<file path="src/design/pli_pkg.sv">
// constants shared by the phy link packet interface
package pli_pkg;
  localparam int          DATA_W         = 64;
  localparam int          KEEP_W         = 8;
  localparam int          USER_W         = 8;
  localparam int          ID_W           = 6;
  localparam int          BUF_STAT_W     = 6;
  localparam int          USER_DISC_BIT  = 0;
  localparam int          USER_CRF_BIT   = 1;
  localparam logic [7:0]  KEEP_ALL       = 8'hff;
  localparam logic [5:0]  ID_MASK_SHORT  = 6'h1f;
  localparam logic [5:0]  ID_MASK_LONG   = 6'h3f;
  localparam logic [5:0]  ID_RESET       = 6'h00;
  localparam logic [5:0]  BUF_STAT_RESET = 6'h00;
  localparam logic [7:0]  USER_RESET     = 8'h00;
endpackage

</file>
<file path="src/design/pli_phy_link.sv">
// phy side of the packet stream and status interface toward the packet buffer
// Operation
// - a stream beat moves only when valid and ready are both high
// - keep bit seven covers data bits 63:56, bit zero covers 7:0
// - user bit zero on last transmit beat discards the packet
// - receive keep is all ones except on the last beat
// - receive user bit one marks critical flow on first beat when enabled
// - receive user bit zero with last makes the buffer drop the packet
// - host role output follows the host control bit
// - request forward permit follows the master enable control bit
// - long symbol mode output marks six bit identifiers
// - next send index advances per packet sent, reloaded by a rewind
// - last ack index holds the identifier of the latest acknowledge
// - partner free buffers holds the latest received buffer status
`timescale 1ns/1ps
module pli_phy_link (
  input  wire logic                               clk_sys,
  input  wire logic                               reset_n,
  // transmit stream from the buffer
  input  wire logic                               s_axis_phyt_tvalid,
  output logic                                    s_axis_phyt_tready,
  input  wire logic [pli_pkg::DATA_W-1:0]         s_axis_phyt_tdata,
  input  wire logic [pli_pkg::KEEP_W-1:0]         s_axis_phyt_tkeep,
  input  wire logic                               s_axis_phyt_tlast,
  input  wire logic [pli_pkg::USER_W-1:0]         s_axis_phyt_tuser,
  // receive stream to the buffer
  output logic                                    m_axis_phyr_tvalid,
  input  wire logic                               m_axis_phyr_tready,
  output logic [pli_pkg::DATA_W-1:0]              m_axis_phyr_tdata,
  output logic [pli_pkg::KEEP_W-1:0]              m_axis_phyr_tkeep,
  output logic                                    m_axis_phyr_tlast,
  output logic [pli_pkg::USER_W-1:0]              m_axis_phyr_tuser,
  // beats handed to the link framing logic
  output logic                                    lnk_tx_valid,
  input  wire logic                               lnk_tx_ready,
  output logic [pli_pkg::DATA_W-1:0]              lnk_tx_data,
  output logic [pli_pkg::KEEP_W-1:0]              lnk_tx_keep,
  output logic                                    lnk_tx_last,
  output logic                                    lnk_tx_crf,
  output logic                                    lnk_tx_discard,
  // beats arriving from the link framing logic
  input  wire logic                               lnk_rx_valid,
  output logic                                    lnk_rx_ready,
  input  wire logic [pli_pkg::DATA_W-1:0]         lnk_rx_data,
  input  wire logic [pli_pkg::KEEP_W-1:0]         lnk_rx_keep,
  input  wire logic                               lnk_rx_last,
  input  wire logic                               lnk_rx_crf,
  input  wire logic                               lnk_rx_bad,
  // configuration bits and link events
  input  wire logic                               cfg_host,
  input  wire logic                               cfg_master_enable,
  input  wire logic                               cfg_long_mode,
  input  wire logic                               cfg_crf_enable,
  input  wire logic                               ack_rcvd,
  input  wire logic [pli_pkg::ID_W-1:0]           ack_id,
  input  wire logic                               stat_rcvd,
  input  wire logic [pli_pkg::BUF_STAT_W-1:0]     stat_buf,
  input  wire logic                               rewind_req,
  input  wire logic [pli_pkg::ID_W-1:0]           rewind_id,
  // status toward the buffer
  output logic                                    host_role,
  output logic                                    request_forward_permit,
  output logic                                    long_symbol_mode,
  output logic                                    retransmit_req,
  output logic [pli_pkg::ID_W-1:0]                next_send_index,
  output logic [pli_pkg::ID_W-1:0]                last_ack_index,
  output logic [pli_pkg::BUF_STAT_W-1:0]          partner_free_buffers
);

  // identifier width depends on the symbol mode
  function automatic logic [pli_pkg::ID_W-1:0] id_mask(input logic long_mode);
    id_mask = long_mode ? pli_pkg::ID_MASK_LONG : pli_pkg::ID_MASK_SHORT;
  endfunction

  //////////////////////////////////////////////////////////////////////////////
  // reset release
  logic rst_meta;
  logic rst_n;

  // asynchronous assert, release two edges later on clk_sys
  always_ff @(posedge clk_sys or negedge reset_n) begin
    if (!reset_n) begin
      rst_meta <= 1'b0;
      rst_n    <= 1'b0;
    end else begin
      rst_meta <= 1'b1;
      rst_n    <= rst_meta;
    end
  end

  //////////////////////////////////////////////////////////////////////////////
  // transmit slice: one beat deep, ready registered so it never loops combinationally
  logic tx_take, tx_first, tx_done;
  logic next_tx_valid, next_tx_ready, next_tx_first;
  logic [pli_pkg::DATA_W-1:0] next_tx_data;
  logic [pli_pkg::KEEP_W-1:0] next_tx_keep;
  logic next_tx_last, next_tx_crf, next_tx_discard;

  // half throughput is the price of a fully registered ready
  always_comb begin
    tx_take         = s_axis_phyt_tvalid && s_axis_phyt_tready;
    tx_done         = lnk_tx_valid && lnk_tx_ready;
    next_tx_valid   = tx_take || (lnk_tx_valid && !lnk_tx_ready);
    next_tx_ready   = !next_tx_valid;
    next_tx_first   = tx_take ? s_axis_phyt_tlast : tx_first;
    next_tx_data    = lnk_tx_data;
    next_tx_keep    = lnk_tx_keep;
    next_tx_last    = lnk_tx_last;
    next_tx_crf     = lnk_tx_crf;
    next_tx_discard = lnk_tx_discard;
    if (tx_take) begin
      next_tx_data    = s_axis_phyt_tdata;
      next_tx_keep    = s_axis_phyt_tkeep;
      next_tx_last    = s_axis_phyt_tlast;
      next_tx_crf     = tx_first && cfg_crf_enable
                        && s_axis_phyt_tuser[pli_pkg::USER_CRF_BIT];
      next_tx_discard = s_axis_phyt_tlast
                        && s_axis_phyt_tuser[pli_pkg::USER_DISC_BIT];
    end
  end

  always_ff @(posedge clk_sys or negedge rst_n) begin
    if (!rst_n) begin
      lnk_tx_valid       <= 1'b0;
      s_axis_phyt_tready <= 1'b0;
      tx_first           <= 1'b1;
      lnk_tx_data        <= '0;
      lnk_tx_keep        <= '0;
      lnk_tx_last        <= 1'b0;
      lnk_tx_crf         <= 1'b0;
      lnk_tx_discard     <= 1'b0;
    end else begin
      lnk_tx_valid       <= next_tx_valid;
      s_axis_phyt_tready <= next_tx_ready;
      tx_first           <= next_tx_first;
      lnk_tx_data        <= next_tx_data;
      lnk_tx_keep        <= next_tx_keep;
      lnk_tx_last        <= next_tx_last;
      lnk_tx_crf         <= next_tx_crf;
      lnk_tx_discard     <= next_tx_discard;
    end
  end

  //////////////////////////////////////////////////////////////////////////////
  // receive slice toward the buffer
  logic rx_take, rx_first;
  logic next_rx_valid, next_rx_ready, next_rx_first;
  logic [pli_pkg::DATA_W-1:0] next_rx_data;
  logic [pli_pkg::KEEP_W-1:0] next_rx_keep;
  logic next_rx_last;
  logic [pli_pkg::USER_W-1:0] next_rx_user;

  always_comb begin
    rx_take       = lnk_rx_valid && lnk_rx_ready;
    next_rx_valid = rx_take || (m_axis_phyr_tvalid && !m_axis_phyr_tready);
    next_rx_ready = !next_rx_valid;
    next_rx_first = rx_take ? lnk_rx_last : rx_first;
    next_rx_data  = m_axis_phyr_tdata;
    next_rx_keep  = m_axis_phyr_tkeep;
    next_rx_last  = m_axis_phyr_tlast;
    next_rx_user  = m_axis_phyr_tuser;
    if (rx_take) begin
      next_rx_data = lnk_rx_data;
      next_rx_keep = lnk_rx_last ? lnk_rx_keep : pli_pkg::KEEP_ALL;
      next_rx_last = lnk_rx_last;
      next_rx_user = pli_pkg::USER_RESET;
      next_rx_user[pli_pkg::USER_CRF_BIT]  = rx_first && cfg_crf_enable && lnk_rx_crf;
      next_rx_user[pli_pkg::USER_DISC_BIT] = lnk_rx_last && lnk_rx_bad;
    end
  end

  always_ff @(posedge clk_sys or negedge rst_n) begin
    if (!rst_n) begin
      m_axis_phyr_tvalid <= 1'b0;
      lnk_rx_ready       <= 1'b0;
      rx_first           <= 1'b1;
      m_axis_phyr_tdata  <= '0;
      m_axis_phyr_tkeep  <= '0;
      m_axis_phyr_tlast  <= 1'b0;
      m_axis_phyr_tuser  <= pli_pkg::USER_RESET;
    end else begin
      m_axis_phyr_tvalid <= next_rx_valid;
      lnk_rx_ready       <= next_rx_ready;
      rx_first           <= next_rx_first;
      m_axis_phyr_tdata  <= next_rx_data;
      m_axis_phyr_tkeep  <= next_rx_keep;
      m_axis_phyr_tlast  <= next_rx_last;
      m_axis_phyr_tuser  <= next_rx_user;
    end
  end

  //////////////////////////////////////////////////////////////////////////////
  // status toward the buffer
  logic pkt_sent;
  logic [pli_pkg::ID_W-1:0] mask;
  logic [pli_pkg::ID_W-1:0] next_send;
  logic [pli_pkg::ID_W-1:0] next_ack;
  logic [pli_pkg::BUF_STAT_W-1:0] next_stat;

  // a discarded packet never received an identifier, so it does not count
  always_comb begin
    mask      = id_mask(cfg_long_mode);
    pkt_sent  = tx_done && lnk_tx_last && !lnk_tx_discard;
    next_send = next_send_index & mask;
    if (rewind_req) begin
      next_send = rewind_id & mask;
    end else if (pkt_sent) begin
      next_send = (next_send_index + 6'h01) & mask;
    end
    next_ack  = ack_rcvd ? (ack_id & mask) : (last_ack_index & mask);
    next_stat = stat_rcvd ? stat_buf : partner_free_buffers;
  end

  always_ff @(posedge clk_sys or negedge rst_n) begin
    if (!rst_n) begin
      host_role              <= 1'b0;
      request_forward_permit <= 1'b0;
      long_symbol_mode       <= 1'b0;
      retransmit_req         <= 1'b0;
      next_send_index        <= pli_pkg::ID_RESET;
      last_ack_index         <= pli_pkg::ID_RESET;
      partner_free_buffers   <= pli_pkg::BUF_STAT_RESET;
    end else begin
      host_role              <= cfg_host;
      request_forward_permit <= cfg_master_enable;
      long_symbol_mode       <= cfg_long_mode;
      retransmit_req         <= rewind_req;
      next_send_index        <= next_send;
      last_ack_index         <= next_ack;
      partner_free_buffers   <= next_stat;
    end
  end

  //////////////////////////////////////////////////////////////////////////////
  // checks
  property p_tx_hold;
    @(posedge clk_sys) disable iff (!rst_n)
      lnk_tx_valid && !lnk_tx_ready |=> lnk_tx_valid && $stable(lnk_tx_data)
        && $stable(lnk_tx_last);
  endproperty
  a_tx_hold: assert property (p_tx_hold) else $error("link beat changed while stalled");
  property p_rx_keep;
    @(posedge clk_sys) disable iff (!rst_n)
      m_axis_phyr_tvalid && !m_axis_phyr_tlast |-> m_axis_phyr_tkeep == pli_pkg::KEEP_ALL;
  endproperty
  a_rx_keep: assert property (p_rx_keep) else $error("receive keep not full mid packet");
  property p_rx_crf;
    @(posedge clk_sys) disable iff (!rst_n)
      rx_take && !(rx_first && cfg_crf_enable) |=> !m_axis_phyr_tuser[pli_pkg::USER_CRF_BIT];
  endproperty
  a_rx_crf: assert property (p_rx_crf) else $error("critical flow bit off first beat");
  property p_rx_disc;
    @(posedge clk_sys) disable iff (!rst_n)
      m_axis_phyr_tvalid && m_axis_phyr_tuser[pli_pkg::USER_DISC_BIT] |-> m_axis_phyr_tlast;
  endproperty
  a_rx_disc: assert property (p_rx_disc) else $error("discontinue off the last beat");
  property p_discard;
    @(posedge clk_sys) disable iff (!rst_n)
      tx_done && lnk_tx_discard && !rewind_req |=> $stable(next_send_index)
        || $changed(long_symbol_mode);
  endproperty
  a_discard: assert property (p_discard) else $error("discarded packet advanced index");
  property p_advance;
    @(posedge clk_sys) disable iff (!rst_n)
      pkt_sent && !rewind_req && cfg_long_mode |=>
        next_send_index == $past(next_send_index) + 6'h01;
  endproperty
  a_advance: assert property (p_advance) else $error("next send index did not advance");
  property p_cfg_follow;
    @(posedge clk_sys) disable iff (!rst_n)
      ##1 host_role == $past(cfg_host) && request_forward_permit == $past(cfg_master_enable);
  endproperty
  a_cfg_follow: assert property (p_cfg_follow) else $error("control reflection lags");
  property p_ack;
    @(posedge clk_sys) disable iff (!rst_n)
      ack_rcvd ##1 !ack_rcvd |-> last_ack_index == ($past(ack_id) & $past(mask));
  endproperty
  a_ack: assert property (p_ack) else $error("last ack index not captured");
  property p_stat;
    @(posedge clk_sys) disable iff (!rst_n)
      stat_rcvd |=> partner_free_buffers == $past(stat_buf);
  endproperty
  a_stat: assert property (p_stat) else $error("partner buffer status not captured");
  property p_short_wrap;
    @(posedge clk_sys) disable iff (!rst_n)
      !cfg_long_mode |=> !next_send_index[5] && !last_ack_index[5];
  endproperty
  a_short_wrap: assert property (p_short_wrap) else $error("short mode index above 31");

endmodule

</file>
<file path="config.mk">
export PLATFORM = sky130hd
export DESIGN_NAME = pli_phy_link
export DESIGN_NICKNAME = d
export VERILOG_FILES = /design/src/design/pli_pkg.sv /design/src/design/pli_phy_link.sv
export SDC_FILE = /design/constraint.sdc
export NUM_CORES = 1
export LEC_CHECK = 0
export BUFFER_PORTS_ARGS = -buffer_cell sky130_fd_sc_hd__clkbuf_2
export CAP_MARGIN = 40
export CORE_AREA = 2 2 142 144
export DETAILED_ROUTE_END_ITERATION = 16
export DIE_AREA = 0 0 144 146
export GPL_TIMING_DRIVEN = 0
export PLACE_DENSITY = 0.68
export SKIP_CTS_REPAIR_TIMING = 1
export SLEW_MARGIN = 20
export SYNTH_ARGS = -nofsm -noshare
export SYNTH_HDL_FRONTEND = slang
export SYNTH_SLANG_ARGS = --single-unit
</file>
<file path="constraint.sdc">
create_clock -name clk_sys -period 5.1 [get_ports clk_sys]
set_input_delay 0.51 -clock clk_sys [delete_from_list [all_inputs] [get_ports clk_sys]]
set_output_delay 0.51 -clock clk_sys [all_outputs]
set_load 0.005 [all_outputs]
</file>
# --- Word-level counts from Yosys, hierarchy flattened ---
# Index checks and enable logic that the tools add are counted.
op_classes:
  add_sub_neg: 1
  muxes: 5
  bitwise: 5
  n_reduce_logical: 20
op_table:
  columns: ["operator", "n"]
  rows:
  - ["bitwise AND 6 bit", 5]
  - ["2-to-1 mux 6 bit", 4]
  - ["logical AND 1 bit", 13]
  - ["2-to-1 mux 8 bit", 1]
  - ["adder 6 x 1 -> 6 bit, second input constant", 1]
  - ["logical NOT 1 bit", 5]
  - ["logical OR 1 bit", 2]
totals:
  regBits: 180
  output_inout_bits: 182
  word_cells: 55

# --- Longest topological paths before layout ---
logic_depth:
  depth_word: 5
  ltp_mapped: 5
  depth_no_buf: 4

# --- Worst setup path after synthesis ---
# OpenSTA, ideal clock, no wires.
synth_path:
  path_type: "input port to flip-flop"
  from: "in s_axis_phyt_tvalid"
  to: "reg lnk_tx_data[0] (netlist name)"
  setup_time_ns: 0.125
  arrival_time_ns: 1.329
  t_required_ns: 4.975
  slack_ns: 3.646
  cell_stages: 4
  n_path_buf: 2
  cell_sequence: "and2_1 > buf_2 > buf_2 > mux2_2"
synth_via:
  elab_chain_cells: 1
synth_rtl:
  columns: ["item", "line", "text"]
  rows:
  - ["start: declaration", "pli_phy_link.sv:20", "input wire logic s_axis_phyt_tvalid,"]
  - ["logical AND 1 bit", "pli_phy_link.sv:101", "tx_take = s_axis_phyt_tvalid && s_axis_phyt_tready;"]
  - ["end signal: assignment", "pli_phy_link.sv:136", "lnk_tx_data <= next_tx_data;"]
  - ["end: declaration", "pli_phy_link.sv:36", "output logic [pli_pkg::DATA_W-1:0] lnk_tx_data,"]
# Every way passes these cells.
# A chain may end at the register's enable or synchronous reset.

# --- Worst setup path after layout ---
layout_path:
  from: "reg s_axis_phyt_tready"
  to: "reg lnk_tx_data[12] (netlist name)"
layout_via:
  elab_chain_cells: 1
layout_rtl:
  columns: ["item", "line", "text"]
  rows:
  - ["start: declaration", "pli_phy_link.sv:21", "output logic s_axis_phyt_tready,"]
  - ["start signal: assignment", "pli_phy_link.sv:134", "s_axis_phyt_tready <= next_tx_ready;"]
  - ["logical AND 1 bit", "pli_phy_link.sv:101", null]
# Every way passes these cells.

==> run metrics <==
Startpoint Class=flip-flop; dpl ws=between 3 and 4 ns; I/O pin total=369; Clock Path Buffers=2; Seq pwr share=46.3%; dominant synthesized flop cell=dfrtp_1; first-pass GRT wire length=26.4 mm; Hold/Removal Path Class=in -> reg; wirelength, routed=17.1 mm; n_diodes=0; Slew Limit Fails=0; Post-synth ARST share=100%; Pint=2.99 mW; Layout Skew=0.00988 ns; FILL cells=1776; minimum clock period=1.56 ns; synthesized area=just under 7000 um2; final setup margin=3.54 ns; Rel. slew slack=66.4%; IO buf count=353; Initial DRC Count=89; Worst R2R Setup Slack=between 3 and 4 ns; clk sinks=180; Setup CP Type=reg -> reg; combinational share of power=approximately a fifth; Final ANT Viol Nets=0; via count=a little under 5000; TritonCTS clock tree=done; Leak Pwr=4.83 nW; worst endpoint required time=~5.4 ns; EDFF count, synth=0; Syn-to-layout area delta=41.5%; Mapped Cells=447; Yosys cell types=22; Net count, final=1016; register area share after synthesis=between 60% and 70%; VDD IR max=approximately 0.23 mV; Fin. Hold Viols=0; Final Setup Violations=0; clock share of power=33.3%; initial antenna violation count=0; Core Util, Final=49.6%; number of synthesized register bits=180; Synth Warn #=0; Starting Density=a little over a third; GRT Util Overall=16.2%; P per Cell Area=422 nW/um2; DIE HEIGHT=146 um; CTS clk-pin slew, worst paths=0.07 ns; Net Sw Power=1.06 mW; vias in the first global route=about 5200; GP Congestion=0.847; Avg Cell Area, Syn=approximately 15 um2; Post-Route Setup TNS=0 ns; final period utilization=30.5%; CP Capture Type=flip-flop; Detailed Place HPWL=13.5 mm; die area=21000 um2; Worst-Skew Late Latency=0.41 ns; outcome=completed; total CTS buffers=17; CP Data Arrival Time=between 1.5 and 2 ns; cell row count=51; largest net degree at the start of global routing=57; drc violations=0; layout cell share with drive strength beyond 1=roughly 67%; sw frac=26.2%; GR Overflow Total=0; Pre-Repair DR Iteration Count=4; unrepaired setup endpoints after global routing=false; max_cap viols=0; f_max=642 MHz; CP max FO=10; die width=about 140 um; Worst Max-Slew Pin Slew=0.504 ns; core area=~19000 um2; post-DR wirelength/cell=about 15 um; Avg Vias per Cell=between 4 and 5; CTS root buffer=clkbuf_16; H-tree depth=4
[critical path: stages (launching register included)]
cell and delay [ns]:
dfrtp_1 0.36, and2_1 0.13, buf_2 0.23, buf_2 0.34, mux2_2 0.37
[placed cells by master, fill, tap and decap left out, drive strengths merged]
master,netlist,layout
a31oi,9,9
and2,2,2
buf,22,25
bufinv,0,3
clkbuf,5,376
clkinv,0,1
clkinvlp,0,3
conb,2,7
dfrtp,178,178
dfstp,2,2
dlygate4sd3,0,1
ha,1,1
inv,14,19
mux2,147,147
mux2i,2,2
nand2,24,24
nand3,8,8
nand4b,1,1
nor2,8,8
nor2b,4,4
o21ai,12,12
o31ai,1,1
or4,4,4
xor2,1,1
[metal layers]
metal | vias up | share of wire (%) | global-route usage, %
li1 | 2302 | - | -
met1 | 2387 | 36 | 17.0
met2 | 231 | 51 | 28.5
met3 | 39 | 9.7 | 6.32
met4 | 0 | 2.8 | 6.76
met5 | - | 0 | 0
[cells by family after synthesis]
kind of cell	share of synthesized area, %
adders and majority gates	0.184
other	0.111
xor gates and xnor gates	0.129
buffers and inverters	2.90
muxes	24.7
and+or+nand+nor	3.73
DFF	66.4
AOI/OAI and AO/OA	1.83
[per-stage QoR]
stage	std cells	power (mW)	hold WS, ns	area (um2)
floorplan	452	2.27	0.214	6800
global placement	1070	2.71	0.296	8900
detailed placement	1073	2.75	0.300	8980
CTS	1103	4.11	-0.160	9590
global route	1104	4.28	0.165	9600
finish	1104	4.05	0.197	9600
[state kept, by name, summed over array words and instances, names as in the netlist, 2 cells and up]
name,count
lnk_tx_data,64
m_axis_phyr_tdata,64
next_send_index,6
partner_free_buffers,6
lnk_tx_keep,8
m_axis_phyr_tuser,2
m_axis_phyr_tkeep,8
last_ack_index,6
[layout make-up]
class / count / area (um2) / share of cell area [%]
clock buffers: 18 / 439 / 4.58
plain buffers: 27 / 144 / 1.50
inverters: 14 / 52.6 / 0.547
flip-flops and latches: 180 / 4510 / 47.0
well taps: 265 / 332 / 3.45
clock inverters: 12 / 170 / 1.77
repair buffers: 357 / 1850 / 19.3
multi-input cells: 231 / 2100 / 21.9
[cell usage after synthesis (all sizes together), types with 4 or more instances]
cell type,number,area share (%)
nand3,8,0.59
nor2,8,0.44
buf,22,1.8
or4,4,0.46
nand2,24,1.3
dfrtp,178,66
mux2,147,24
inv,14,0.77
a31oi,9,0.83
o21ai,12,0.89
clkbuf,5,0.28
nor2b,4,0.37
[worst paths after layout]
path / startpoint / to / depth (start not counted)
max in group asynchronous: rst_n / lnk_tx_data[38] / 2
max: s_axis_phyt_tready / lnk_tx_data[12] / 4
min: cfg_host / host_role / 1
min in group asynchronous: rst_n / m_axis_phyr_tdata[29] / 0
max reg2reg: s_axis_phyt_tready / lnk_tx_data[12] / 4
min reg2reg: rst_n / m_axis_phyr_tdata[29] / 0
[power groups by stage]
stage	sequential (mW)	combinational [mW]	clock [mW]
2_1_floorplan	1.93	0.341	0
3_3_place_gp	1.91	0.802	0
3_5_place_dp	1.90	0.845	0
4_1_cts	1.88	0.846	1.39
5_1_grt	1.91	0.912	1.45
6_report	1.87	0.826	1.35
No activity file was read; power rests on OpenSTA's default activity.
